File: src/txld_pkg.sv
// package of constants, templates and field layouts for the transmit line driver control
package txld_pkg;
  // ---------------------------------------------------------------
  // register byte offsets
  // ---------------------------------------------------------------
  localparam logic [7:0] TX_CONFIG_REG_0_OFS = 8'h00;
  localparam logic [7:0] PULSE_SEL_REG_OFS = 8'h04;
  localparam logic [7:0] WAVEFORM_ACCESS_CONTROL_OFS = 8'h08;
  localparam logic [7:0] WAVEFORM_SAMPLE_DATA_OFS = 8'h0C;
  localparam logic [7:0] STATUS_REG_0_OFS = 8'h10;
  localparam logic [7:0] IRQ_STATUS_REG_0_OFS = 8'h14;
  localparam logic [7:0] IRQ_EDGE_SELECT_REG_OFS = 8'h18;
  localparam logic [7:0] IRQ_MASK_REG_0_OFS = 8'h1C;
  localparam logic [7:0] TMF_SELECT_REG_OFS = 8'h20;
  // ---------------------------------------------------------------
  // field positions
  // ---------------------------------------------------------------
  localparam int CFG_OE_BIT = 6;
  localparam int CFG_HIZ_OC_BIT = 4;
  localparam int CFG_SINGLE_BIT = 3;
  localparam int OC_BIT = 4;
  localparam int AWG_DIR_BIT = 5;
  localparam int AWG_GO_BIT = 6;
  localparam int PULS_USER_BIT = 3;
  // ---------------------------------------------------------------
  // reset values and sizes
  // ---------------------------------------------------------------
  localparam logic [6:0] TX_CONFIG_RST = 7'h40;
  localparam logic [3:0] PULSE_SEL_RST = 4'h0;
  localparam int NUM_SAMPLES = 20;
  localparam int NUM_TEMPLATES = 8;
  localparam logic [1:0] HTRANS_NONSEQ = 2'h2;
  // termination codes, software's concern only
  localparam logic [2:0] TERM_T1_XFMR = 3'h0;
  localparam logic [2:0] TERM_J1_XFMR = 3'h1;
  localparam logic [2:0] TERM_E1_120_XFMR = 3'h2;
  localparam logic [2:0] TERM_E1_75_COAX = 3'h3;
  localparam logic [2:0] TERM_T1_NOXFMR = 3'h4;
  localparam logic [2:0] TERM_J1_NOXFMR = 3'h5;
  localparam logic [2:0] TERM_E1_NOXFMR = 3'h6;
  localparam logic [2:0] TERM_E1_EXT_RES = 3'h7;
  // ---------------------------------------------------------------
  // standard templates, row = template select, column = sample 1..20
  // ---------------------------------------------------------------
  localparam logic [6:0] TEMPLATE_ROM [NUM_TEMPLATES][NUM_SAMPLES] = '{
    '{7'h00, 7'h00, 7'h00, 7'h0C, 7'h30, 7'h00, 7'h00, 7'h00, 7'h00, 7'h00,
      7'h00, 7'h00, 7'h00, 7'h00, 7'h00, 7'h00, 7'h00, 7'h00, 7'h00, 7'h00},
    '{7'h00, 7'h00, 7'h00, 7'h0F, 7'h3C, 7'h00, 7'h00, 7'h00, 7'h00, 7'h00,
      7'h00, 7'h00, 7'h00, 7'h00, 7'h00, 7'h00, 7'h00, 7'h00, 7'h00, 7'h00},
    '{7'h17, 7'h27, 7'h27, 7'h26, 7'h25, 7'h25, 7'h25, 7'h24, 7'h23, 7'h4A,
      7'h4A, 7'h49, 7'h47, 7'h45, 7'h44, 7'h43, 7'h42, 7'h41, 7'h00, 7'h00},
    '{7'h1B, 7'h2E, 7'h2C, 7'h2A, 7'h29, 7'h28, 7'h27, 7'h26, 7'h25, 7'h50,
      7'h4F, 7'h4D, 7'h4A, 7'h48, 7'h46, 7'h44, 7'h43, 7'h42, 7'h41, 7'h00},
    '{7'h1F, 7'h34, 7'h2F, 7'h2C, 7'h2B, 7'h2A, 7'h29, 7'h28, 7'h25, 7'h57,
      7'h53, 7'h50, 7'h4B, 7'h48, 7'h46, 7'h44, 7'h43, 7'h42, 7'h41, 7'h00},
    '{7'h20, 7'h3B, 7'h35, 7'h2F, 7'h2E, 7'h2D, 7'h2C, 7'h2A, 7'h28, 7'h58,
      7'h58, 7'h53, 7'h4C, 7'h48, 7'h46, 7'h44, 7'h43, 7'h42, 7'h41, 7'h00},
    '{7'h20, 7'h3F, 7'h38, 7'h33, 7'h2F, 7'h2E, 7'h2D, 7'h2C, 7'h29, 7'h5F,
      7'h5E, 7'h57, 7'h4F, 7'h49, 7'h47, 7'h44, 7'h43, 7'h42, 7'h41, 7'h00},
    '{7'h17, 7'h27, 7'h27, 7'h26, 7'h25, 7'h25, 7'h25, 7'h24, 7'h23, 7'h4A,
      7'h4A, 7'h49, 7'h47, 7'h45, 7'h44, 7'h43, 7'h42, 7'h41, 7'h00, 7'h00}
  };
  // ---------------------------------------------------------------
  // carriers
  // ---------------------------------------------------------------
  typedef struct packed {
    logic oe;
    logic power_off;
    logic hiz_oc;
    logic single_ended;
    logic [2:0] term;
  } txld_cfg_t;
  typedef struct packed {
    logic valid;
    logic write;
    logic [7:0] addr;
  } txld_ahb_req_t;
endpackage

File: src/txld_ctrl.sv
// transmit line driver control: template rom, sample array, high-z, over-current status
// ---------------------------------------------------------------
// ---------------------------------------------------------------
`timescale 1ns/100ps
module txld_ctrl #(
  parameter int SAMPLES = 20
) (
  input wire logic sys_clk,
  input wire logic rst_n,
  input wire logic ce,
  input wire logic hsel,
  input wire logic [31:0] haddr,
  input wire logic [1:0] htrans,
  input wire logic hwrite,
  input wire logic [2:0] hsize,
  input wire logic [31:0] hwdata,
  input wire logic hready,
  output logic hreadyout,
  output logic hresp,
  output logic [31:0] hrdata,
  input wire logic global_oe_pin,
  input wire logic tx_overcurrent,
  input wire logic shaper_tip,
  input wire logic shaper_ring,
  input wire logic [4:0] sample_rd_index,
  output logic [6:0] sample_rd_value,
  output logic line_out_tip,
  output logic line_out_tip_oe,
  output logic line_out_ring,
  output logic line_out_ring_oe,
  output logic current_limit,
  output logic tx_multifunction_pin,
  output logic irq_n
);
  // ---------------------------------------------------------------
  // functions
  // ---------------------------------------------------------------
  // sample index is 1-based; anything outside 1..20 reads as zero
  function automatic logic idx_ok(input logic [4:0] idx);
    return (idx != 5'h00) && (idx <= 5'(SAMPLES));
  endfunction

  function automatic logic [6:0] rom_sample(input logic [2:0] sel, input logic [4:0] idx);
    logic [4:0] pos;
    pos = idx - 5'h01;
    if (idx_ok(idx)) begin
      return txld_pkg::TEMPLATE_ROM[sel][pos];
    end
    return 7'h00;
  endfunction

  // ---------------------------------------------------------------
  // state
  // ---------------------------------------------------------------
  txld_pkg::txld_cfg_t cfg_reg;
  txld_pkg::txld_ahb_req_t req_reg;
  logic [3:0] pulse_sel_reg;
  logic [4:0] sample_index_reg;
  logic sample_dir_reg;
  logic [6:0] sample_value_reg;
  logic [6:0] sample_mem [SAMPLES];
  logic overcurrent_status_reg;
  logic overcurrent_irq_latched_reg;
  logic overcurrent_edge_select_reg;
  logic overcurrent_irq_mask_reg;
  logic tmf_select_reg;
  logic go_reg;
  logic line_out_tip_reg;
  logic line_out_ring_reg;
  logic [6:0] sample_rd_value_reg;
  logic wr_en;
  logic [6:0] lookup_value;
  logic oc_event;
  logic oc_clear;
  logic drive_ok;

  // ---------------------------------------------------------------
  // bus slave
  // ---------------------------------------------------------------
  // zero wait states, so hready is always offered and response is OKAY
  assign hreadyout = 1'b1;
  assign hresp = 1'b0;
  assign wr_en = ce && req_reg.valid && req_reg.write;

  // address phase capture
  always_ff @(posedge sys_clk) begin
    if (!rst_n) begin
      req_reg <= '0;
    end else if (ce && hready) begin
      req_reg.valid <= hsel && (htrans == txld_pkg::HTRANS_NONSEQ);
      req_reg.write <= hwrite;
      req_reg.addr <= haddr[7:0];
    end
  end

  // configuration registers written in the data phase
  always_ff @(posedge sys_clk) begin
    if (!rst_n) begin
      cfg_reg <= txld_pkg::TX_CONFIG_RST;
      pulse_sel_reg <= txld_pkg::PULSE_SEL_RST;
      overcurrent_edge_select_reg <= 1'b0;
      overcurrent_irq_mask_reg <= 1'b1;
      tmf_select_reg <= 1'b0;
    end else if (wr_en) begin
      if (req_reg.addr == txld_pkg::TX_CONFIG_REG_0_OFS) begin
        cfg_reg <= hwdata[6:0];
      end else if (req_reg.addr == txld_pkg::PULSE_SEL_REG_OFS) begin
        pulse_sel_reg <= hwdata[3:0];
      end else if (req_reg.addr == txld_pkg::IRQ_EDGE_SELECT_REG_OFS) begin
        overcurrent_edge_select_reg <= hwdata[txld_pkg::OC_BIT];
      end else if (req_reg.addr == txld_pkg::IRQ_MASK_REG_0_OFS) begin
        overcurrent_irq_mask_reg <= hwdata[txld_pkg::OC_BIT];
      end else if (req_reg.addr == txld_pkg::TMF_SELECT_REG_OFS) begin
        tmf_select_reg <= hwdata[0];
      end
    end
  end

  // read mux; unmapped offsets and reserved bits read as zero
  always_comb begin
    hrdata = 32'h0000_0000;
    if (req_reg.addr == txld_pkg::TX_CONFIG_REG_0_OFS) begin
      hrdata[6:0] = cfg_reg;
    end else if (req_reg.addr == txld_pkg::PULSE_SEL_REG_OFS) begin
      hrdata[3:0] = pulse_sel_reg;
    end else if (req_reg.addr == txld_pkg::WAVEFORM_ACCESS_CONTROL_OFS) begin
      hrdata[6:0] = {go_reg, sample_dir_reg, sample_index_reg};
    end else if (req_reg.addr == txld_pkg::WAVEFORM_SAMPLE_DATA_OFS) begin
      hrdata[6:0] = sample_value_reg;
    end else if (req_reg.addr == txld_pkg::STATUS_REG_0_OFS) begin
      hrdata[txld_pkg::OC_BIT] = overcurrent_status_reg;
    end else if (req_reg.addr == txld_pkg::IRQ_STATUS_REG_0_OFS) begin
      hrdata[txld_pkg::OC_BIT] = overcurrent_irq_latched_reg;
    end else if (req_reg.addr == txld_pkg::IRQ_EDGE_SELECT_REG_OFS) begin
      hrdata[txld_pkg::OC_BIT] = overcurrent_edge_select_reg;
    end else if (req_reg.addr == txld_pkg::IRQ_MASK_REG_0_OFS) begin
      hrdata[txld_pkg::OC_BIT] = overcurrent_irq_mask_reg;
    end else if (req_reg.addr == txld_pkg::TMF_SELECT_REG_OFS) begin
      hrdata[0] = tmf_select_reg;
    end
  end

  // ---------------------------------------------------------------
  // waveform sample access
  // ---------------------------------------------------------------
  // user array when top select bit is set, else the standard template
  assign lookup_value = pulse_sel_reg[txld_pkg::PULS_USER_BIT] ?
    (idx_ok(sample_index_reg) ? sample_mem[sample_index_reg - 5'h01] : 7'h00) :
    rom_sample(pulse_sel_reg[2:0], sample_index_reg);

  // access control and data registers; go runs one cycle then self-clears
  always_ff @(posedge sys_clk) begin
    if (!rst_n) begin
      sample_index_reg <= 5'h00;
      sample_dir_reg <= 1'b0;
      go_reg <= 1'b0;
      sample_value_reg <= 7'h00;
    end else if (ce) begin
      go_reg <= 1'b0;
      if (wr_en && req_reg.addr == txld_pkg::WAVEFORM_ACCESS_CONTROL_OFS) begin
        sample_index_reg <= hwdata[4:0];
        sample_dir_reg <= hwdata[txld_pkg::AWG_DIR_BIT];
        go_reg <= hwdata[txld_pkg::AWG_GO_BIT];
      end else if (wr_en && req_reg.addr == txld_pkg::WAVEFORM_SAMPLE_DATA_OFS) begin
        sample_value_reg <= hwdata[6:0];
      end else if (go_reg && sample_dir_reg) begin
        sample_value_reg <= lookup_value;
      end
    end
  end

  // user sample array; write request stores the data register
  always_ff @(posedge sys_clk) begin
    if (ce && go_reg && !sample_dir_reg && idx_ok(sample_index_reg)) begin
      sample_mem[sample_index_reg - 5'h01] <= sample_value_reg;
    end
  end

  // sample port toward the shaper, one cycle of latency
  always_ff @(posedge sys_clk) begin
    if (!rst_n) begin
      sample_rd_value_reg <= 7'h00;
    end else if (ce) begin
      if (pulse_sel_reg[txld_pkg::PULS_USER_BIT] && idx_ok(sample_rd_index)) begin
        sample_rd_value_reg <= sample_mem[sample_rd_index - 5'h01];
      end else if (pulse_sel_reg[txld_pkg::PULS_USER_BIT]) begin
        sample_rd_value_reg <= 7'h00;
      end else begin
        sample_rd_value_reg <= rom_sample(pulse_sel_reg[2:0], sample_rd_index);
      end
    end
  end
  assign sample_rd_value = sample_rd_value_reg;

  // ---------------------------------------------------------------
  // over-current status and interrupt
  // ---------------------------------------------------------------
  assign oc_event = (tx_overcurrent != overcurrent_status_reg) &&
    (tx_overcurrent || overcurrent_edge_select_reg);
  assign oc_clear = wr_en && (req_reg.addr == txld_pkg::IRQ_STATUS_REG_0_OFS) &&
    hwdata[txld_pkg::OC_BIT];

  // status mirrors the input; a new edge beats a same-cycle clear
  always_ff @(posedge sys_clk) begin
    if (!rst_n) begin
      overcurrent_status_reg <= 1'b0;
      overcurrent_irq_latched_reg <= 1'b0;
    end else if (ce) begin
      overcurrent_status_reg <= tx_overcurrent;
      if (oc_event) begin
        overcurrent_irq_latched_reg <= 1'b1;
      end else if (oc_clear) begin
        overcurrent_irq_latched_reg <= 1'b0;
      end
    end
  end

  // mask bit set suppresses the shared interrupt
  assign irq_n = !(overcurrent_irq_latched_reg && !overcurrent_irq_mask_reg);
  // active high indication when selected, else held low
  assign tx_multifunction_pin = tmf_select_reg && overcurrent_status_reg;

  // ---------------------------------------------------------------
  // line driver
  // ---------------------------------------------------------------
  // enables are combinational so high-z does not wait for a clock edge
  assign drive_ok = global_oe_pin && cfg_reg.oe && !cfg_reg.power_off &&
    !(tx_overcurrent && cfg_reg.hiz_oc);
  assign line_out_tip_oe = drive_ok;
  assign line_out_ring_oe = drive_ok && !cfg_reg.single_ended;
  // limiter only applies while the driver keeps driving
  assign current_limit = tx_overcurrent && !cfg_reg.hiz_oc && drive_ok;

  // data stays registered while high-z, so the shaper path is unaffected
  always_ff @(posedge sys_clk) begin
    if (!rst_n) begin
      line_out_tip_reg <= 1'b0;
      line_out_ring_reg <= 1'b0;
    end else if (ce) begin
      line_out_tip_reg <= shaper_tip;
      line_out_ring_reg <= shaper_ring;
    end
  end
  assign line_out_tip = line_out_tip_reg;
  assign line_out_ring = line_out_ring_reg;

  // ---------------------------------------------------------------
  // assertions
  // ---------------------------------------------------------------
  a_rom_t1_short: assert property (@(posedge sys_clk) disable iff (!rst_n)
    (ce && pulse_sel_reg == 4'h3 && sample_rd_index == 5'h0A) |=>
    (sample_rd_value == 7'h50 || $changed(pulse_sel_reg)))
    else $error("T1 133-266 sample ten wrong");
  a_rom_t1_mid: assert property (@(posedge sys_clk) disable iff (!rst_n)
    (ce && pulse_sel_reg == 4'h4 && sample_rd_index == 5'h02) |=>
    (sample_rd_value == 7'h34 || $changed(pulse_sel_reg)))
    else $error("T1 266-399 sample two wrong");
  a_rom_t1_long: assert property (@(posedge sys_clk) disable iff (!rst_n)
    (ce && pulse_sel_reg == 4'h5 && sample_rd_index == 5'h0B) |=>
    (sample_rd_value == 7'h58 || $changed(pulse_sel_reg)))
    else $error("T1 399-533 sample eleven wrong");
  a_rom_e1_coax: assert property (@(posedge sys_clk) disable iff (!rst_n)
    (ce && pulse_sel_reg == 4'h0 && sample_rd_index == 5'h05) |=>
    (sample_rd_value == 7'h30 || $changed(pulse_sel_reg)))
    else $error("E1 75 ohm sample five wrong");
  a_global_hiz: assert property (@(posedge sys_clk) disable iff (!rst_n)
    !global_oe_pin |-> (!line_out_tip_oe && !line_out_ring_oe))
    else $error("driver enabled while global pin low");
  a_oc_hiz: assert property (@(posedge sys_clk) disable iff (!rst_n)
    (tx_overcurrent && cfg_reg.hiz_oc) |-> !line_out_tip_oe && !current_limit)
    else $error("driver enabled during over-current with high-z set");
  a_status_mirror: assert property (@(posedge sys_clk) disable iff (!rst_n)
    ce |=> (overcurrent_status_reg == $past(tx_overcurrent)))
    else $error("over-current status does not follow input");
  a_rise_latch: assert property (@(posedge sys_clk) disable iff (!rst_n)
    (ce && tx_overcurrent && !overcurrent_status_reg) |=> overcurrent_irq_latched_reg)
    else $error("rising over-current not latched");
  a_irq_follow: assert property (@(posedge sys_clk) disable iff (!rst_n)
    (overcurrent_irq_latched_reg && !overcurrent_irq_mask_reg) |-> !irq_n)
    else $error("unmasked latched over-current without interrupt");
  a_single_ended: assert property (@(posedge sys_clk) disable iff (!rst_n)
    cfg_reg.single_ended |-> !line_out_ring_oe)
    else $error("ring driven in single-ended mode");
  a_read_load: assert property (@(posedge sys_clk) disable iff (!rst_n)
    (ce && go_reg && sample_dir_reg) |=> (sample_value_reg == $past(lookup_value)))
    else $error("sample read did not load data register");
  a_rom_t1_longest: assert property (@(posedge sys_clk) disable iff (!rst_n)
    (ce && pulse_sel_reg == 4'h6 && sample_rd_index == 5'h0B) |=>
    (sample_rd_value == 7'h5E || $changed(pulse_sel_reg)))
    else $error("T1 533-655 sample eleven wrong");
  a_rom_e1_twisted: assert property (@(posedge sys_clk) disable iff (!rst_n)
    (ce && pulse_sel_reg == 4'h1 && sample_rd_index == 5'h04) |=>
    (sample_rd_value == 7'h0F || $changed(pulse_sel_reg)))
    else $error("E1 120 ohm sample four wrong");
  a_rom_j1_table: assert property (@(posedge sys_clk) disable iff (!rst_n)
    (ce && pulse_sel_reg == 4'h7 && sample_rd_index == 5'h0A) |=>
    (sample_rd_value == 7'h4A || $changed(pulse_sel_reg)))
    else $error("J1 sample ten wrong");
  a_chan_hiz: assert property (@(posedge sys_clk) disable iff (!rst_n)
    !cfg_reg.oe |-> (!line_out_tip_oe && !line_out_ring_oe))
    else $error("driver enabled while channel enable clear");
  a_multifunction_show: assert property (@(posedge sys_clk) disable iff (!rst_n)
    (tmf_select_reg && overcurrent_status_reg) |-> tx_multifunction_pin)
    else $error("over-current not shown on multifunction pin");
  a_oc_limit: assert property (@(posedge sys_clk) disable iff (!rst_n)
    (tx_overcurrent && !cfg_reg.hiz_oc && line_out_tip_oe) |-> current_limit)
    else $error("current limit missing while driving into over-current");

  c_oc_event: cover property (@(posedge sys_clk) disable iff (!rst_n)
    oc_event ##1 !irq_n);
  c_user_read: cover property (@(posedge sys_clk) disable iff (!rst_n)
    go_reg && sample_dir_reg && pulse_sel_reg[txld_pkg::PULS_USER_BIT]);
  c_channel_off: cover property (@(posedge sys_clk) disable iff (!rst_n)
    global_oe_pin && !cfg_reg.oe);
  c_limit: cover property (@(posedge sys_clk) disable iff (!rst_n) current_limit);
endmodule // txld_ctrl

File: config.mk
export PLATFORM = sky130hd
export DESIGN_NAME = txld_ctrl
export DESIGN_NICKNAME = d
export VERILOG_FILES = /design/src/txld_pkg.sv /design/src/txld_ctrl.sv
export SDC_FILE = /design/constraint.sdc
export NUM_CORES = 1
export LEC_CHECK = 0
export BUFFER_PORTS_ARGS = -buffer_cell sky130_fd_sc_hd__buf_2
export CAP_MARGIN = 25
export CORE_ASPECT_RATIO = 2
export CORE_MARGIN = 1
export CORE_UTILIZATION = 54
export CTS_CLUSTER_SIZE = 30
export DETAILED_ROUTE_END_ITERATION = 12
export GPL_ROUTABILITY_DRIVEN = 1
export HOLD_SLACK_MARGIN = 0.06
export PLACE_DENSITY = 0.8
export SLEW_MARGIN = 20
export SYNTH_ARGS = -nofsm -noshare
export SYNTH_HDL_FRONTEND = slang
export SYNTH_SLANG_ARGS = --single-unit
File: constraint.sdc
create_clock -name sys_clk -period 2.5 [get_ports sys_clk]
set_input_delay 0.125 -clock sys_clk [delete_from_list [all_inputs] [get_ports sys_clk]]
set_output_delay 0.125 -clock sys_clk [all_outputs]
set_load 0.02 [all_outputs]
# [Word-level counts from Yosys, hierarchy flattened]
# Memory sizes are Yosys's and may differ from the RTL's.
# Cells that the tools add are included.
[totals] inputBits=84 output_inout_bits=48 ff_bits=49 ramBits=140 mem_bits_ro=1120 memories=2
[classes] magnitude_cmp=5 reduce_logical=46 eq_ne=10 n_addsub=2 mux=46 n_bitwise=8
[mem_list] memory="(name not given)" words=8 word_bits=140 rd=1 rd_ports_with_merged_regs=0 write_ports=0 line="txld_ctrl.sv:47" rtl="return txld_pkg::TEMPLATE_ROM[sel][pos];"
[mem_list] memory="sample_mem" words=20 word_bits=7 rd=2 rd_ports_with_merged_regs=0 write_ports=1 line="txld_ctrl.sv:61" rtl="logic [6:0] sample_mem [SAMPLES];"
[op_table] operator="140-bit 2-to-1 mux" count=2
[op_table] operator="7-bit 2-to-1 mux" count=16
[op_table] operator="7-bit binary-select mux with 5-bit select" count=2
[op_table] operator="8-bit by 5-bit equality test with 1-bit output, second input constant" count=4
[op_table] operator="1-bit logical AND" count=25
[op_table] operator="1-bit 2-to-1 mux" count=22
[op_table] operator="8-bit by 4-bit equality test with 1-bit output, second input constant" count=2
[op_table] operator="6-bit >= comparator, second input constant" count=2
[op_table] operator="5-bit NOT with 6-bit output" count=2
[op_table] operator="5-bit <= comparator, second input constant" count=2
[op_table] operator="5-bit nonzero test" count=2
[op_table] operator="5-bit by 1-bit subtractor with 5-bit output, second input constant" count=2
[op_table] operator="8-bit by 3-bit equality test with 1-bit output, second input constant" count=1
[op_table] operator="8-bit by 6-bit equality test with 1-bit output, second input constant" count=1
[op_table] operator="8-bit zero test" count=1
[op_table] operator="1-bit zero test" count=7
[op_table] operator="3-bit 2-to-1 mux" count=2
[op_table] operator="2-bit AND reduction" count=3
[op_table] operator="3-bit AND reduction" count=2
[op_table] operator="6-bit AND reduction" count=1
[op_table] operator="1-bit NOT" count=5
[op_table] operator="5-bit AND reduction" count=1
[op_table] operator="4-bit >= comparator, second input constant" count=1
[op_table] operator="4-bit 2-to-1 mux" count=1
[op_table] operator="7 further kinds" count=8

# [Longest topological paths before layout]
[depth] ltp_word=12 ltp_mapped=13 depth_no_buf=9

# [Worst setup path after synthesis]
# Ideal clock, no wire load.
[synth_timing] path_type="flip-flop to flip-flop" start="register sample_index_reg[0]" end="register sample_value_reg[2]" t_required_ns=2.378 path_slack_ns=-0.248 path_buffers=4 setup_ns=0.122 path_stages_with_launch=11 t_arrival_ns=2.626 cell_sequence="dfxtp_1 > buf_6 > buf_6 > clkinv_1 > ha_1 > buf_2 > buf_1 > mux4_2 > o221ai_1 > a221oi_1 > o311a_1"
[synth_between] elab_chain_cells=10 word_cells_on_any_way=16 classes_between="add/sub: 1; order compare: 1; mux: 10; bitwise: 1; reduce/logical: 2; memory: 1"
[synth_rtl] item="start: declaration" line="txld_ctrl.sv:58" rtl="logic [4:0] sample_index_reg;"
[synth_rtl] item="start signal: assignment" line="txld_ctrl.sv:161" rtl="sample_index_reg <= hwdata[4:0];"
[synth_rtl] item="5-bit by 1-bit subtractor with 5-bit output" line="txld_ctrl.sv:45, txld_ctrl.sv:148"
[synth_rtl] item="5-bit NOT with 6-bit output (not written as such)" line="txld_ctrl.sv:47"
[synth_rtl] item="7-bit binary-select mux with 5-bit select" line="txld_ctrl.sv:47"
[synth_rtl] item="7-bit 2-to-1 mux (not written as such) (2 in a row)" line="txld_ctrl.sv:47"
[synth_rtl] item="7-bit 2-to-1 mux" line="txld_ctrl.sv:46" rtl="if (idx_ok(idx)) begin"
[synth_rtl] item="7-bit 2-to-1 mux" line="txld_ctrl.sv:49" rtl="return 7'h00;"
[synth_rtl] item="7-bit 2-to-1 mux (*)" line="txld_ctrl.sv:147" rtl="assign lookup_value = pulse_sel_reg[txld_pkg::PULS_USER_BIT] ?"
[synth_rtl] item="7-bit 2-to-1 mux (*)" line="txld_ctrl.sv:166" rtl="end else if (go_reg && sample_dir_reg) begin"
[synth_rtl] item="7-bit 2-to-1 mux (*)" line="txld_ctrl.sv:164" rtl="end else if (wr_en && req_reg.addr == txld_pkg::WAVEFORM_SAMPLE_DATA_OFS) begin"
[synth_rtl] item="end signal: assignment" line="txld_ctrl.sv:165" rtl="sample_value_reg <= hwdata[6:0];"
[synth_rtl] item="end signal: assignment" line="txld_ctrl.sv:167" rtl="sample_value_reg <= lookup_value;"
[synth_rtl] item="end: declaration" line="txld_ctrl.sv:60" rtl="logic [6:0] sample_value_reg;"
# Mark *: on every way between the ends. The rest lies on a longest branch, timed or not. The select of a mux whose other input is x is not followed.
# A chain may end at the register's enable or synchronous reset.

# [Final worst setup path]
[layout_timing] start="register sample_index_reg[0]" end="register sample_value_reg[6]"
# The elaborated chain is that of the path after synthesis.

==> flow_summary.toml <==
[floorplan]
die_height_um = 210
start_util_pct = 55.4
fp.dieW_um = 106
die_area_um2 = 22200
pin_count = 132
rows = 75
core_area_um2 = 21000

[clock_tree]
numCtsBuffers = 17
cts-root-buf = "clkbuf_16"
tritoncts = "built"
clk_latency_ps = 460
clkTransAtPathRegs_ps = 70
clk_path_buf_depth = 2
cts_htree_levels = 4
clock-sinks = 189

[grt]
antenna_found_initial = 0
grt_first_pass_wirelength_um = 58600
grt.total_usage_pct = 36.7
grt_max_degree = 71
grt_pass1_vias = 9827
overflow = 0

[sta]
rsz0062_at_grt = "true"
worst_slew_pin_slew_ps = 730
fin_crit_ps = 2440
relSlewSlack_pct = 50.8
max_freq_mhz = 409
hold_viol = 0
finalCritPeriodShare_pct = 97.7
finalMaxSlewViolations = 0
finalClockSkew_ps = 10.0
setup_violations = 0

[synthesis]
netlist_instances = 1049
synthDistinctLibCells = 86
yosys_warnings = 0
syn-cell-area_um2 = 11600
ys_ff_latch = 189
synth_top_area_cell = "edfxtp_1"
ys_top_cells_by_area = "edfxtp_1 (36%), mux4_2 (13%), dfxtp_1 (8.4%), nand2_1 (3.5%), a21oi_1 (3.2%)"
synthFlopType = "edfxtp_1"
seq_area_frac_synth_pct = 44.5
synth-compound-area-share_pct = 16.3
synth_fa_ha_area_share_pct = 1.61
synth.avg_cell_area_um2 = 11.1
synth_edf_count = 140
synth-xor-area-share_pct = 1.13
async_flop_share_pct = 0
synth_top_area_share_pct = 36.1
synth_top_family_by_area = "multiplexers"
muxShareOfSynthArea_pct = 16.9
synth-simple-area-share_pct = 13.5

[power_and_ir_drop]
finalPower_mw = 6.75
ir_drop_mv = 0.579
power_density_nw_per_um2 = 480
p_leak_nw = 5.35

[layout]
final_common_cell = "buf_4"
largest_register_ffs = 140
final_nets = 1322
syn2layout_area_growth_pct = 20.7
instances_no_fill = 1505
final_cell_mix = "buf_4 (151), edfxtp_1 (140), nand2_1 (109)"
drive_gt1_share_pct = 30.4
antenna_cells = 0

[critical_path]
r2r_slack_ps = 60
cp_num_buf_inv = 2
crit_chain = "buf_4 > buf_6 > nor4_4 > nand2b_1 > and2_4 > and3_4 > a22o_1 > or3_1 > a31oi_1"
start_kind = "flip-flop"
reg2reg_depth = 9
critical-path-max-stage-delay_ps = 510
worstSetupPathType = "flip-flop to flip-flop"
critPathTopFamily = "simple AND/OR/NAND/NOR gates"
cp_max_fo = 12
endpoint = "sample_value_reg[6]"
r2r-start = "sample_index_reg[0]"
crit_arrival_ps = 2840
cp.depth = 9
worstPathRequired_ps = 2890
r2r-end = "sample_value_reg[6]"
endpoint_kind = "flip-flop"
crit_start = "sample_index_reg[0]"
crit_slowest_cell = "or3_1"

[placement]
gp_congestion = 1.06
dp.cells = 1444
dp_hpwl_um = 28700
port_buffers = 52

[job]
maxCapViolations = 0

[min_path]
hold_class = "primary input to flip-flop"
min_from = "ce"

[route]
drt-wirelength-per-cell_um = 26.3
via_count = 10100
final_antenna_net_count = 0
via_per_inst = 6.70
first_pass_iters = 5
drt_iter0_drc = 936
drc = 0
routed_wl_um = 39600

[outcome]
status = "finished, final reports clean"
-- synthesized netlist by cell type, types with 12 or more instances --
master    number
a211oi_1      18
a21oi_1       74
a221oi_1      14
a31oi_1       16
buf_2         30
buf_4         35
clkbuf_1      27
dfxtp_1       49
edfxtp_1     140
ha_1          15
mux2i_1       37
mux4_2        69
nand2_1      110
nand2b_1      24
nand3_1       28
nor2_1        82
nor2b_1       17
nor3_1        13
o211ai_1      12
o21ai_0       47
-- power by group --
part	switching [mW]	internal, mW
registers	0.0136	3.34
logic	0.362	0.226
clock network	1.31	1.51
total	1.68	5.07
-- repair_timing --
item,4_1_cts,5_1_grt
gates resized for setup,7,27
pin swaps,0,5
hold buffers,22,0
setup buffers,0,6
endpoints found under the setup margin,4,11
cloned,0,1
endpoints found under the hold margin,36,0
-- logic make-up (layout without fill, tap and decap cells) --
family,Yosys count,count (layout)
flip-flops,189,189
AO/OA/AOI/OAI,275,275
other,2,27
adder cells (fa/ha/maj),15,15
XOR/XNOR,12,12
multiplexers,109,109
AND/OR/NAND/NOR,323,323
buffers and inverters,124,286
-- worst min path at each step --
stage,to,depth (start not counted),slack (ps)
floorplan,req_reg[8],2,260
global placement,line_out_ring,3,360
detailed placement,line_out_tip,3,370
CTS,overcurrent_irq_mask_reg,2,60
global route,overcurrent_irq_mask_reg,2,90
finish,overcurrent_status_reg,3,80
-- per-stage QoR --
step                setup slack [ps]  setup TNS [ps]  util, %  cell area [µm²]  hold WS [ps]
floorplan                       6.70               0        -            11800           261
global placement               -99.5            -130     62.0            13000           365
detailed placement              -133            -223     62.0            13000           371
CTS                             34.2               0     66.0            13900          61.2
global route                   -21.6           -35.3     66.9            14100          89.0
finish                          57.5               0     66.9            14100          76.9
-- worst reg2reg max path: stages, from the launching register on --
cell and delay (ps):
dfxtp_4 390, buf_4 230, buf_6 240, nor4_4 70
nand2b_1 170, and2_4 170, and3_4 190, a22o_1 210
or3_1 510, a31oi_1 200
-- per-layer routing --
metal  wire [µm]  track usage (%)  up-vias
met1       12500             37.2     4870
li1            -                -     4360
met5           0                0        -
met3        2800             6.80      206
met2       20700             64.3      640
met4        3650             30.5        0
-- layout make-up --
type,instances,area (µm²)
well taps,269,337
clock buffers,17,425
multi-input cells,761,5980
flip-flops and latches,189,5190
clock inverters,15,173
fillers,1563,6970
inverters,17,72.6
repair buffers,237,1870
No activity file was read; power rests on OpenSTA's default activity.
